--- src/shared/spt_map.vh ---
`ifndef SPT_MAP_VH
`define SPT_MAP_VH
// Register byte offsets
`define SPT_REG_CTRL      8'h00
`define SPT_REG_STATUS    8'h04
`define SPT_REG_RESULT    8'h08
`define SPT_REG_STIM      8'h0C
`define SPT_REG_REF       8'h10
// Control fields
`define SPT_CTRL_ADV      0
`define SPT_CTRL_FAIL     1
`define SPT_CTRL_SWITCH   2
// Status fields
`define SPT_ST_FATAL      0
`define SPT_ST_BUSY       1
`define SPT_ST_FROZEN     2
`define SPT_ST_DONE       3
`define SPT_ST_DISLED     4
`define SPT_ST_DASHES     5
`define SPT_ST_WDOG       6
`define SPT_ST_EEBYP      7
`define SPT_ST_DISP_LSB   8
`define SPT_ST_STEP_LSB   16
// Timing
`define SPT_CLK_HZ        200000000
`define SPT_FATAL_MS      5000
`define SPT_NONFATAL_MS   2000
`define SPT_FREEZE_MS     2000
`define SPT_EE_UPDATE_MS  15000
// Display codes
`define SPT_DISP_BLANK    8'h00
`define SPT_DISP_DASHES   8'h2D
`define SPT_CHECK_DONE    8'h00
`define SPT_CHECK_ERASED  8'hFF
// Step count: 22 checks in fixed order
`define SPT_NUM_STEPS     5'd22
`define SPT_LAST_DIGITAL  5'd14
`define SPT_RESP_OKAY     2'b00
`define SPT_RESP_SLVERR   2'b10
`endif

--- src/rtl/spt_hold_timer.v ---
`include "spt_map.vh"
// Down-counter that times a displayed error code
module spt_hold_timer #(
	parameter W = 32
) (
	input  wire         core_clk,
	input  wire         rstn,
	input  wire         load,
	input  wire [W-1:0] load_val,
	output reg          expired_ff
);
	reg [W-1:0] cnt_ff;
	reg         run_ff;

	// Count down after load; pulse expiry once at zero
	always @(posedge core_clk or negedge rstn) begin
		if (!rstn) begin
			cnt_ff     <= {W{1'b0}};
			run_ff     <= 1'b0;
			expired_ff <= 1'b0;
		end else if (load) begin
			cnt_ff     <= load_val;
			run_ff     <= 1'b1;
			expired_ff <= 1'b0;
		end else if (run_ff && cnt_ff == {W{1'b0}}) begin
			run_ff     <= 1'b0;
			expired_ff <= 1'b1;
		end else begin
			cnt_ff     <= run_ff ? cnt_ff - {{(W-1){1'b0}}, 1'b1} : cnt_ff;
			expired_ff <= 1'b0;
		end
	end
endmodule

--- config.mk ---
export PLATFORM = sky130hd
export DESIGN_NAME = spt_hold_timer
export DESIGN_NICKNAME = d
export VERILOG_FILES = /design/src/rtl/spt_hold_timer.v
export VERILOG_INCLUDE_DIRS = /design/src /design/src/shared
export SDC_FILE = /design/constraint.sdc
export NUM_CORES = 1
export LEC_CHECK = 0
export BUFFER_PORTS_ARGS = -buffer_cell sky130_fd_sc_hd__buf_4
export CAP_MARGIN = 0
export CORE_MARGIN = 4
export CORE_UTILIZATION = 40
export DETAILED_ROUTE_END_ITERATION = 12
export PLACE_DENSITY = 0.69
export REMOVE_ABC_BUFFERS = 1
export SYNTH_ARGS = -nofsm -noshare
export SYNTH_HDL_FRONTEND = slang
export SYNTH_SLANG_ARGS = --single-unit
--- constraint.sdc ---
create_clock -name core_clk -period 2.5 [get_ports core_clk]
set_input_delay 0 -clock core_clk [delete_from_list [all_inputs] [get_ports core_clk]]
set_output_delay 0 -clock core_clk [all_outputs]
set_load 0.05 [all_outputs]
==> out/summary.log, run 1 <==
[final_layout] growth of design area from synthesis to finish 41.1%
[sta] post-layout min period 2.40 ns
[global_routing] number of global-route vias before repair 2,130
[sta] ratio of final minimum period to clock period 96.0%
[route] mean routed wirelength per cell 14.9 um
[outcome] run status finished clean
[die] Chip Width 80.7 um
[global_routing] all-layer global routing usage 19.3%
[global_routing] GR Overflow Total 0
[clock_network] clock transition time at the flip-flop clock pins of the worst setup and hold paths 0.07 ns
[sta] Pins Over Slew Limit 0
[synthesis] area of the mapped netlist 2120 um^2
[worst_setup_path] crit-path max cell delay 0.53 ns
[final_layout] Antenna Diode Count 0
[job] Max Cap Violations 0
[sta] transition time at the pin with the least slew margin 0.561 ns
[worst_setup_path] classification of the worst setup path register to register
[worst_setup_path] WP data required 2.66 ns
[clock_network] deepest level of the CTS H-tree 2
[synthesis] dominant synthesized flop cell sky130_fd_sc_hd__dfrtp_1
[power] relative contribution of combinational cells to total power 18.9%
[synthesis] number of flops mapped to enable cells by yosys 0
[die] FP Rows 26
[global_routing] wire length of the first global-routing pass 9830 um
[place] instance area after placement 2570 um^2
[place] routability congestion estimate from global placement 0.841
[route] via count of the routed design 2,175
[final_layout] most frequent cells in the layout sky130_fd_sc_hd__buf_4 (57), sky130_fd_sc_hd__dfrtp_1 (34), sky130_fd_sc_hd__dlygate4sd3_1 (32)
[final_layout] share of final-layout standard cells stronger than drive strength 1 24.9%
[clock_network] Inserted Clock Buffers 5
[power] Reg power frac 49.7%
[synthesis] async set or reset register ratio after synthesis 100%
[die] chip height 80.7 um
[place] Final HPWL DP 4160 um
[route] top layer reached by signal wires met4
[route] wire length on met3 275 um
[worst_hold_path] worst hold start load_val[17]
[route] detailed-route wire length 5890 um
[route] total DRC errors in the routed layout 0
[route] Pre-Repair DR Iteration Count 4
[power] standby leakage power 0.00122 uW
[synthesis] Gate Count Post-Synth 239
[final_layout] final net count 360
[clock_network] post-CTS setup buffer count 0
[power] power per cell area 446 nW/um^2
[route] average vias per placed instance 5.51
[sta] RSZ-0062 raised after global routing no
[clock_network] maximum buffer depth of the clock tree 2
[global_routing] pin count of the biggest net entering global routing 35
[route] length of routed met2 wiring 2930 um
[power] internal power contribution 963 uW
[worst_setup_path] crit path launch cnt_ff[25]$_DFFE_PN0P_
[final_layout] commonest non-fill, non-tap cell in the layout sky130_fd_sc_hd__buf_4
[worst_setup_path] capturing element type of the critical path register
[sta] clock skew after layout 0.00435 ns
[clock_network] CTS tree done
[synthesis] total of flip-flops plus latches after synthesis 34
[power] Net Switching 368 uW
[synthesis] Post-Syn Area per Cell 8.85 um^2
[die] placeable core region 5110 um^2
[clock_network] clock insertion delay at the later pin of the skew report 0.28 ns
[worst_setup_path] arrival time at the worst endpoint 2.56 ns
[worst_setup_path] startpoint class of the critical path register
[route] post-route antenna net violation count 0
[worst_setup_path] critical path, cell by cell or4_4 > or3_1 > buf_4 > o311ai_0 > xor2_1 > o21ai_0
[place] Buffers on Ports 35
[route] starting DRC count in detailed routing 117
[worst_setup_path] beginning of the worst register-to-register path cnt_ff[25]$_DFFE_PN0P_
[sta] Hold Fails Final Rpt 0
[route] Routed met1 length 2650 um
[global_routing] initial antenna violation count 0
[power] sum of internal, switching and leakage power 1330 uW
[synthesis] portion of the post-synthesis area used by sequential elements 40.2%
[sta] Slew headroom 62.1%
[power] Clk network pwr share 31.4%
[sta] Hold Worst Slack 0.0137 ns
[power] sw frac 27.7%
[worst_setup_path] slowest library cell on the worst path sky130_fd_sc_hd__or4_4
[clock_network] clk sinks 34
[power] worst ir drop on vdd 0.000272 V
[die] die outline area 6520 um^2
[synthesis] total number of yosys warnings 0
[synthesis] distinct cell type count after synthesis 46
[worst_hold_path] worst hold-check path type primary input to register
[worst_setup_path] worst-path fanout max 6
[die] initial cell density of the core 41.4%
[sta] Setup violations, final 0
[sta] highest achievable clock rate 0.416 GHz
[die] I/O Pins 36
[final_layout] final instance area 2990 um^2
[clock_network] cell chosen for the clock root sky130_fd_sc_hd__clkbuf_8
[Yosys cell counts, types with 2 or more instances]
cell	n	share of area (%)
sky130_fd_sc_hd__nand3b_1	2	0.71
sky130_fd_sc_hd__or4_2	4	1.7
sky130_fd_sc_hd__or3_1	11	3.3
sky130_fd_sc_hd__o311ai_0	2	0.83
sky130_fd_sc_hd__nand2_1	26	4.6
sky130_fd_sc_hd__nand3_1	14	3.3
sky130_fd_sc_hd__a21oi_1	2	0.47
sky130_fd_sc_hd__or3_2	2	0.71
sky130_fd_sc_hd__xor2_1	3	1.2
sky130_fd_sc_hd__nand4_1	5	1.5
sky130_fd_sc_hd__nor4_4	2	2.0
sky130_fd_sc_hd__or4b_2	2	0.95
sky130_fd_sc_hd__a2bb2oi_1	2	0.83
sky130_fd_sc_hd__o41ai_1	3	1.2
sky130_fd_sc_hd__or4_1	6	2.1
sky130_fd_sc_hd__nor3_1	9	2.1
sky130_fd_sc_hd__or4_4	2	1.1
sky130_fd_sc_hd__and3_1	2	0.59
sky130_fd_sc_hd__o211ai_1	2	0.71
sky130_fd_sc_hd__dfrtp_1	34	40
sky130_fd_sc_hd__o31ai_1	8	2.8
sky130_fd_sc_hd__o21ai_1	2	0.47
sky130_fd_sc_hd__o21ai_0	9	2.1
sky130_fd_sc_hd__nor2_1	26	4.6
sky130_fd_sc_hd__nor4_1	7	2.1
sky130_fd_sc_hd__clkbuf_1	8	1.4
sky130_fd_sc_hd__xnor2_1	4	1.7
sky130_fd_sc_hd__a31oi_1	16	4.7
sky130_fd_sc_hd__buf_6	2	1.1
sky130_fd_sc_hd__inv_1	5	0.89
sky130_fd_sc_hd__nor2b_1	2	0.59
[registers in the layout, indices dropped and copies added (netlist names)]
name        flops
cnt_ff         32
expired_ff      1
run_ff          1
[power groups by stage]
stage                     Combinational, uW  Clock [uW]  Sequential (uW)
after detailed placement                215           0              669
after floorplan                         117           0              656
after global routing                    283         465              668
final                                   252         418              661
after global placement                  210           0              667
after CTS                               254         435              660
[layer usage]
layer  up-vias  GRT usage, %
met2        60          32.6
met5         -             0
met1      1033          25.4
met3         5          4.21
li1       1077             -
met4         0          4.05
[cell families (layout without fill, tap and decap cells)]
family	after synthesis	after routing	share of synthesized area, %
buf+inv	16	102	3.61
mux	3	3	1.71
simple gates	127	127	33.9
fa+ha+maj	1	1	0.591
xor+xnor	7	7	2.90
flops	34	34	40.2
compound gates	51	51	17.1
[repair_timing]
action | 4_1_cts | 5_1_grt
endpoints found under the setup margin | 0 | 4
hold buffers | 32 | 0
resized for setup | 0 | 0
hold endpoints to repair | 65 | 0
[worst paths after layout]
kind	endpoint	slack [ns]	cells past startpoint
worst min register to register	cnt_ff[29]$_DFFE_PN0P_	0.58	2
max in group asynchronous	cnt_ff[16]$_DFFE_PN0P_	1.98	2
worst min-delay path	cnt_ff[17]$_DFFE_PN0P_	0.01	3
worst max-delay path	cnt_ff[10]$_DFFE_PN0P_	0.1	6
min in group asynchronous	cnt_ff[29]$_DFFE_PN0P_	0.21	2
worst max register to register	cnt_ff[10]$_DFFE_PN0P_	0.1	6
[metrics by stage]
| stage | setup TNS (ns) | setup slack [ns] | utilization [%] | cells |
|---|---|---|---|---|
| after floorplan | -0.172 | -0.107 | - | 228 |
| after global placement | 0 | 0.101 | 50.4 | 355 |
| final | 0 | 0.0988 | 58.5 | 395 |
| after CTS | 0 | 0.0883 | 58.5 | 395 |
| after detailed placement | 0 | 0.104 | 50.4 | 355 |
| after global routing | 0 | 0.00377 | 58.5 | 395 |
[worst max-delay path: cells and delay by family (launching register included)]
kind / cells / cell delay, ns
buffers and inverters: 1 / 0.19
flip-flops: 1 / 0.41
AND/OR/NAND/NOR: 2 / 0.95
XOR/XNOR: 1 / 0.20
AO/OA/AOI/OAI: 2 / 0.52
[final cells by class]
type | count | area [um^2]
multi-input cells | 189 | 1190
clock inverters | 1 | 5.00
repair buffers | 89 | 748
clock buffers | 7 | 86.3
fillers | 463 | 2120
well taps | 70 | 87.6
flip-flops and latches | 34 | 851
inverters | 5 | 18.8
Power figures use the tool's default switching activity.
==> inputs of run 2 (changes only) <==
Settings changed: RECOVER_POWER from default to 25.
==> out/summary.log, run 2 (synthesized netlist as in run 1, its figures left out) <==
[die] I/O Pins 36 [unchanged]
[global_routing] all-layer global routing usage 19.3% [unchanged]
[clock_network] post-CTS setup buffer count 0 [unchanged]
[final_layout] most frequent cells in the layout sky130_fd_sc_hd__buf_4 (56), sky130_fd_sc_hd__dfrtp_1 (34), sky130_fd_sc_hd__dlygate4sd3_1 (32) [was sky130_fd_sc_hd__buf_4 (57), sky130_fd_sc_hd__dfrtp_1 (34), sky130_fd_sc_hd__dlygate4sd3_1 (32)]
[final_layout] growth of design area from synthesis to finish 40.9% [was 41.1%]
[worst_setup_path] WP data required 2.66 ns [about the same]
[clock_network] cell chosen for the clock root sky130_fd_sc_hd__clkbuf_8 [unchanged]
[clock_network] deepest level of the CTS H-tree 2 [unchanged]
[global_routing] wire length of the first global-routing pass 9830 um [unchanged]
[worst_setup_path] worst-path fanout max 6 [unchanged]
[worst_setup_path] startpoint class of the critical path register [unchanged]
[sta] Pins Over Slew Limit 35 [was 0]
[global_routing] number of global-route vias before repair 2,130 [unchanged]
[route] mean routed wirelength per cell 14.9 um [about the same]
[clock_network] maximum buffer depth of the clock tree 2 [unchanged]
[global_routing] GR Overflow Total 0 [unchanged]
[worst_setup_path] capturing element type of the critical path register [unchanged]
[final_layout] # fillers 465 [was 463]
[job] Max Cap Violations 1 [was 0]
[clock_network] clock insertion delay at the later pin of the skew report 0.28 ns [about the same]
[place] Buffers on Ports 35 [unchanged]
[power] worst ir drop on vdd 0.000272 V [about the same]
[clock_network] clk sinks 34 [unchanged]
[die] chip height 80.7 um [unchanged]
[sta] Slew headroom -27.4% [was 62.1%]
[die] Chip Width 80.7 um [unchanged]
[global_routing] initial antenna violation count 0 [unchanged]
[clock_network] Inserted Clock Buffers 5 [unchanged]
[final_layout] largest registers ranked by flip-flop count cnt_ff: 32 flops, expired_ff: 1 flops, run_ff: 1 flops [unchanged]
[final_layout] top register by number of flip-flops cnt_ff [unchanged]
[worst_setup_path] classification of the worst setup path register to register [unchanged]
[route] detailed-route wire length 5890 um [about the same]
[sta] highest achievable clock rate 0.416 GHz [unchanged]
[route] post-route antenna net violation count 0 [unchanged]
[final_layout] commonest non-fill, non-tap cell in the layout sky130_fd_sc_hd__buf_4 [unchanged]
[final_layout] utilization after layout 58.4% [was 58.5%]
[outcome] violations in the final reports max-capacitance violations, max-slew violations
[place] placed cells 355 [unchanged]
[worst_setup_path] arrival time at the worst endpoint 2.56 ns [about the same]
[final_layout] final instance count without filler cells 395 [unchanged]
[die] FP Rows 26 [unchanged]
[final_layout] share of final-layout standard cells stronger than drive strength 1 24.6% [was 24.9%]
[sta] Hold Fails Final Rpt 0 [unchanged]
[route] average vias per placed instance 5.50 [was 5.51]
[route] via count of the routed design 2,173 [was 2,175]
[sta] post-route setup TNS 0 ns [unchanged]
[power] standby leakage power 0.00121 uW [was 0.00122 uW]
[clock_network] clock transition time at the flip-flop clock pins of the worst setup and hold paths 0.07 ns [about the same]
[sta] transition time at the pin with the least slew margin 1.91 ns [was 0.561 ns]
[sta] RSZ-0062 raised after global routing no [unchanged]
[die] die outline area 6520 um^2 [unchanged]
[final_layout] final net count 360 [unchanged]
[die] initial cell density of the core 41.4% [unchanged]
[final_layout] max reg flops 32 [unchanged]
[place] routability congestion estimate from global placement 0.841 [unchanged]
[route] Pre-Repair DR Iteration Count 4 [unchanged]
[route] total DRC errors in the routed layout 0 [unchanged]
[worst_hold_path] worst hold-check path type primary input to register [unchanged]
[final_layout] Antenna Diode Count 0 [unchanged]
[sta] Setup violations, final 0 [unchanged]
[sta] post-layout min period 2.40 ns [unchanged]
[outcome] run status finished, violations left [was finished clean]
[place] Final HPWL DP 4160 um [unchanged]
[power] power per cell area 446 nW/um^2 [about the same]
[die] placeable core region 5110 um^2 [unchanged]
[route] starting DRC count in detailed routing 117 [unchanged]
[global_routing] pin count of the biggest net entering global routing 35 [unchanged]
[sta] ratio of final minimum period to clock period 96.0% [unchanged]
[power] sum of internal, switching and leakage power 1330 uW [about the same]
[clock_network] CTS tree done [unchanged]
[sta] clock skew after layout 0.00435 ns [unchanged]
[run 2: final timing paths]
| check | end | slack [ns] | startpoint | cells after the start |
|---|---|---|---|---|
| max | cnt_ff[10]$_DFFE_PN0P_ | 0.1 | cnt_ff[25]$_DFFE_PN0P_ | 6 |
| max reg2reg | cnt_ff[10]$_DFFE_PN0P_ | 0.1 | cnt_ff[25]$_DFFE_PN0P_ | 6 |
| max in group asynchronous | cnt_ff[16]$_DFFE_PN0P_ | 0.62 | rstn | 2 |
| min reg2reg | cnt_ff[29]$_DFFE_PN0P_ | 0.58 | cnt_ff[29]$_DFFE_PN0P_ | 2 |
| min | cnt_ff[17]$_DFFE_PN0P_ | 0.01 | load_val[17] | 3 |
| min in group asynchronous | cnt_ff[29]$_DFFE_PN0P_ | 0.78 | rstn | 2 |
[run 2: layer usage]
layer | part of all wire (%) | global-route usage, % | up-vias | wire [um]
met5 | 0 | 0 | - | 0
met4 | 0.63 | 4.05 | 0 | 37
met3 | 4.7 | 4.21 | 5 | 275
met2 | 50 | 32.6 | 60 | 2930
met1 | 45 | 25.4 | 1031 | 2650
li1 | - | - | 1077 | -
[run 2: stage by stage]
| step | setup WS [ns] | hold WS, ns | area (um^2) |
|---|---|---|---|
| global placement | 0.101 | -0.0208 | 2570 |
| global route | 0.00377 | 0.0261 | 2980 |
| floorplan | -0.107 | -0.296 | 2060 |
| CTS | 0.0883 | 0.00842 | 2990 |
| detailed placement | 0.104 | -0.0181 | 2570 |
| finish | 0.0988 | 0.0137 | 2980 |
[run 2: cell type report]
class | count | area, um^2 | share of cell area [%]
Clock buffer | 7 | 86.3 | 2.90
Clock inverter | 1 | 5.00 | 0.168
Inverter | 5 | 18.8 | 0.629
Multi-Input combinational cell | 189 | 1190 | 39.9
Sequential cell | 34 | 851 | 28.5
Tap cell | 70 | 87.6 | 2.94
Timing Repair Buffer | 89 | 744 | 25.0
[run 2: repair_timing]
action,4_1_cts,5_1_grt
hold buffers,32,0
endpoints found under the hold margin,65,0
endpoints found under the setup margin,0,4
resized for setup,0,0
[run 2: critical path, cell delays in order (launching register included)]
cell	delay, ns
sky130_fd_sc_hd__dfrtp_1	0.41
sky130_fd_sc_hd__or4_4	0.53
sky130_fd_sc_hd__or3_1	0.42
sky130_fd_sc_hd__buf_4	0.19
sky130_fd_sc_hd__o311ai_0	0.43
sky130_fd_sc_hd__xor2_1	0.20
sky130_fd_sc_hd__o21ai_0	0.09
[run 2: where the power goes]
part	internal (uW)	switching [uW]
Clock	222	196
Combinational	141	111
Sequential	600	61.8
==> inputs of run 3 (changes only) <==
Settings changed: ABC_AREA from default to 1, PLACE_DENSITY 0.69 to 0.68.
==> out/summary.log, run 3 <==
[worst_setup_path] arrival time at the worst endpoint 2.19 ns [was 2.56 ns]
[global_routing] initial antenna violation count 0 [unchanged]
[clock_network] post-CTS setup buffer count 0 [unchanged]
[global_routing] all-layer global routing usage 18.6% [was 19.3%]
[place] Buffers on Ports 35 [unchanged]
[final_layout] most frequent cells in the layout sky130_fd_sc_hd__nand2_1 (156), sky130_fd_sc_hd__nor2_1 (59), sky130_fd_sc_hd__nand3_1 (48) [was sky130_fd_sc_hd__buf_4 (56), sky130_fd_sc_hd__dfrtp_1 (34), sky130_fd_sc_hd__dlygate4sd3_1 (32)]
[global_routing] number of global-route vias before repair 2,572 [was 2,130]
[worst_setup_path] crit-path max cell delay 0.36 ns [was 0.53 ns]
[die] FP Rows 29 [was 26]
[global_routing] wire length of the first global-routing pass 11,500 um [was 9830 um]
[clock_network] clk sinks 34 [unchanged]
[outcome] run status finished, violations left [unchanged]
[worst_setup_path] WP data required 2.68 ns [was 2.66 ns]
[global_routing] GR Overflow Total 0 [unchanged]
[route] Pre-Repair DR Iteration Count 5 [was 4]
[die] chip height 88.6 um [was 80.7 um]
[job] Max Cap Violations 1 [unchanged]
[sta] transition time at the pin with the least slew margin 1.92 ns [was 1.91 ns]
[global_routing] pin count of the biggest net entering global routing 40 [was 35]
[final_layout] growth of design area from synthesis to finish 15.7% [was 40.9%]
[sta] Hold Worst Slack -0.000144 ns [was 0.0137 ns]
[die] placeable core region 6310 um^2 [was 5110 um^2]
[final_layout] commonest non-fill, non-tap cell in the layout sky130_fd_sc_hd__nand2_1 [was sky130_fd_sc_hd__buf_4]
[synthesis] Post-Syn Area per Cell 6.14 um^2 [was 8.85 um^2]
[final_layout] largest registers ranked by flip-flop count cnt_ff: 32 flops, expired_ff: 1 flops, run_ff: 1 flops [unchanged]
[sta] post-layout min period 2.01 ns [was 2.40 ns]
[worst_setup_path] classification of the worst setup path register to register [unchanged]
[die] Chip Width 88.6 um [was 80.7 um]
[synthesis] commonest cells in the synthesized netlist sky130_fd_sc_hd__nand2_1 (156), sky130_fd_sc_hd__nor2_1 (59), sky130_fd_sc_hd__nand3_1 (48) [was sky130_fd_sc_hd__dfrtp_1 (34), sky130_fd_sc_hd__nand2_1 (26), sky130_fd_sc_hd__nor2_1 (26)]
[clock_network] clock insertion delay at the later pin of the skew report 0.29 ns [was 0.28 ns]
[outcome] violations in the final reports negative hold slack, max-capacitance violations, max-slew violations [was max-capacitance violations, max-slew violations]
[final_layout] max reg flops 32 [unchanged]
[sta] Pins Over Slew Limit 35 [unchanged]
[clock_network] maximum buffer depth of the clock tree 2 [unchanged]
[die] initial cell density of the core 41.1% [was 41.4%]
[synthesis] async set or reset register ratio after synthesis 100% [unchanged]
[worst_setup_path] crit-path most repeated cell sky130_fd_sc_hd__nand2_1
[sta] Slew headroom -27.8% [was -27.4%]
[synthesis] number of flops mapped to enable cells by yosys 0 [unchanged]
[power] standby leakage power 0.00148 uW [was 0.00121 uW]
[sta] highest achievable clock rate 0.497 GHz [was 0.416 GHz]
[synthesis] dominant synthesized flop cell sky130_fd_sc_hd__dfrtp_1 [unchanged]
[sta] ratio of final minimum period to clock period 80.5% [was 96.0%]
[synthesis] most frequently used cell type in the post-synthesis netlist sky130_fd_sc_hd__nand2_1 [was sky130_fd_sc_hd__dfrtp_1]
[synthesis] cell type contributing the most total cell area after synthesis sky130_fd_sc_hd__dfrtp_1 [unchanged]
[route] via count of the routed design 2,651 [was 2,173]
[route] average vias per placed instance 4.97 [was 5.50]
[worst_setup_path] capturing element type of the critical path register [unchanged]
[route] mean routed wirelength per cell 12.2 um [was 14.9 um]
[final_layout] utilization after layout 47.6% [was 58.4%]
[power] worst ir drop on vdd 0.000202 V [was 0.000272 V]
[synthesis] Gate Count Post-Synth 423 [was 239]
[worst_setup_path] critical path, cell by cell inv_1 > ha_1 > nand2_2 > nor2_4 > nand2_2 > nor2_4 > o21ai_2 > buf_4 > nand2_1 > nand2_1 > nand2_1 [was or4_4 > or3_1 > buf_4 > o311ai_0 > xor2_1 > o21ai_0]
[clock_network] CTS tree done [unchanged]
[place] Final HPWL DP 4900 um [was 4160 um]
[clock_network] cell chosen for the clock root sky130_fd_sc_hd__clkbuf_8 [unchanged]
[worst_setup_path] startpoint class of the critical path register [unchanged]
[synthesis] cell types with the largest area share after synthesis sky130_fd_sc_hd__dfrtp_1 (33%), sky130_fd_sc_hd__nand2_1 (23%), sky130_fd_sc_hd__nand3_1 (9.3%) [was sky130_fd_sc_hd__dfrtp_1 (40%), sky130_fd_sc_hd__a31oi_1 (4.7%), sky130_fd_sc_hd__nand2_1 (4.6%)]
[final_layout] share of final-layout standard cells stronger than drive strength 1 15.8% [was 24.6%]
[final_layout] final net count 492 [was 360]
[synthesis] proportion of netlist area held by the largest area contributor 32.8% [was 40.2%]
[synthesis] total number of yosys warnings 0 [unchanged]
[clock_network] clock transition time at the flip-flop clock pins of the worst setup and hold paths 0.07 ns [about the same]
[power] power per cell area 453 nW/um^2 [was 446 nW/um^2]
[die] die outline area 7840 um^2 [was 6520 um^2]
[worst_setup_path] slowest library cell on the worst path sky130_fd_sc_hd__dfrtp_1 [was sky130_fd_sc_hd__or4_4]
[synthesis] portion of the post-synthesis area used by sequential elements 32.8% [was 40.2%]
[die] I/O Pins 36 [unchanged]
[clock_network] Inserted Clock Buffers 5 [unchanged]
[sta] clock skew after layout 0.00750 ns [was 0.00435 ns]
[synthesis] total of flip-flops plus latches after synthesis 34 [unchanged]
[sta] RSZ-0062 raised after global routing no [unchanged]
[synthesis] distinct cell type count after synthesis 26 [was 46]
[route] detailed-route wire length 6510 um [was 5890 um]
[sta] Hold Fails Final Rpt 1 [was 0]
[worst_setup_path] worst-path fanout max 16 [was 6]
[worst_hold_path] worst hold-check path type primary input to register [unchanged]
[synthesis] area of the mapped netlist 2600 um^2 [was 2120 um^2]
[sta] Setup violations, final 0 [unchanged]
[final_layout] top register by number of flip-flops cnt_ff [unchanged]
[sta] post-route setup TNS 0 ns [unchanged]
[route] starting DRC count in detailed routing 245 [was 117]
[place] routability congestion estimate from global placement 0.848 [was 0.841]
[route] post-route antenna net violation count 0 [unchanged]
[route] total DRC errors in the routed layout 0 [unchanged]
[final_layout] Antenna Diode Count 0 [unchanged]
[clock_network] deepest level of the CTS H-tree 2 [unchanged]
## run 3: cell count changes after synthesis, sizes merged, moves of 9 or more
cell	change
or3	-13
inv	+33
nand2	+134
nor2	+41
nand3	+35
a31oi	-15
or4	-12
or2	+16
nor4	-9
o21ai	+13
## run 3: worst paths after layout
kind / endpoint / from / slack [ns] / depth (start not counted)
max: cnt_ff[10]$_DFFE_PN0P_ / cnt_ff[0]$_DFFE_PN0P_ / 0.49 / 11
max in group asynchronous: cnt_ff[2]$_DFFE_PN0P_ / rstn / 0.61 / 2
max reg2reg: cnt_ff[10]$_DFFE_PN0P_ / cnt_ff[0]$_DFFE_PN0P_ / 0.49 / 11
min: cnt_ff[11]$_DFFE_PN0P_ / load_val[11] / -0.0001 / 5
min reg2reg: cnt_ff[31]$_DFFE_PN0P_ / cnt_ff[31]$_DFFE_PN0P_ / 0.52 / 2
min in group asynchronous: cnt_ff[1]$_DFFE_PN0P_ / rstn / 0.77 / 2
## run 3: what timing repair did
action	CTS	global route
resized for setup	0	0
hold buffers	1	0
hold endpoints to repair	34	0
## run 3: layout make-up
class / instances / area [um^2]
Fill cell: 704 / 3310
Multi-Input combinational cell: 338 / 1530
Sequential cell: 34 / 851
Timing Repair Buffer: 39 / 304
Inverter: 38 / 143
Tap cell: 77 / 96.3
Clock buffer: 7 / 76.3
## run 3: kinds of logic after synthesis
group / share of synthesized area (%)
AO/OA/AOI/OAI: 5.88
XOR/XNOR: 2.36
adder cells (fa/ha/maj): 0.482
buffers and inverters: 8.19
flip-flops: 32.8
multiplexers: 0.386
AND/OR/NAND/NOR: 49.9
## run 3: metrics by stage
stage               instance area (um^2)  instances  hold slack (ns)  total power (uW)  worst slack (ns)
floorplan                           2530        410           -0.296               856             0.379
global placement                    2920        525          -0.0174               967             0.579
detailed placement                  2920        525          -0.0147               975             0.478
CTS                                 3010        533          0.00244              1370             0.466
global route                        3000        533           0.0303              1440             0.246
finish                              3000        533        -0.000144              1360             0.487
## run 3: critical path: cells and delay by family, from the launching register on
kind,cells,cell delay (ns)
compound gates,1,0.36
fa+ha+maj,1,0.25
buf+inv,2,0.38
flops,1,0.36
simple gates,7,0.56
## run 3: layer usage
layer | GRT usage [%] | part of all wire [%]
met1 | 24.9 | 47
met2 | 31.6 | 47
met3 | 2.23 | 3.9
met5 | 0 | 0
met4 | 5.36 | 1.6
## run 3: power breakdown
| group | internal [uW] | total [uW] | leakage [uW] | switching [uW] |
|---|---|---|---|---|
| clock | 192 | 396 | 0.0000383 | 204 |
| sequential | 602 | 670 | 0.000391 | 67.9 |
| combinational | 128 | 295 | 0.00105 | 167 |
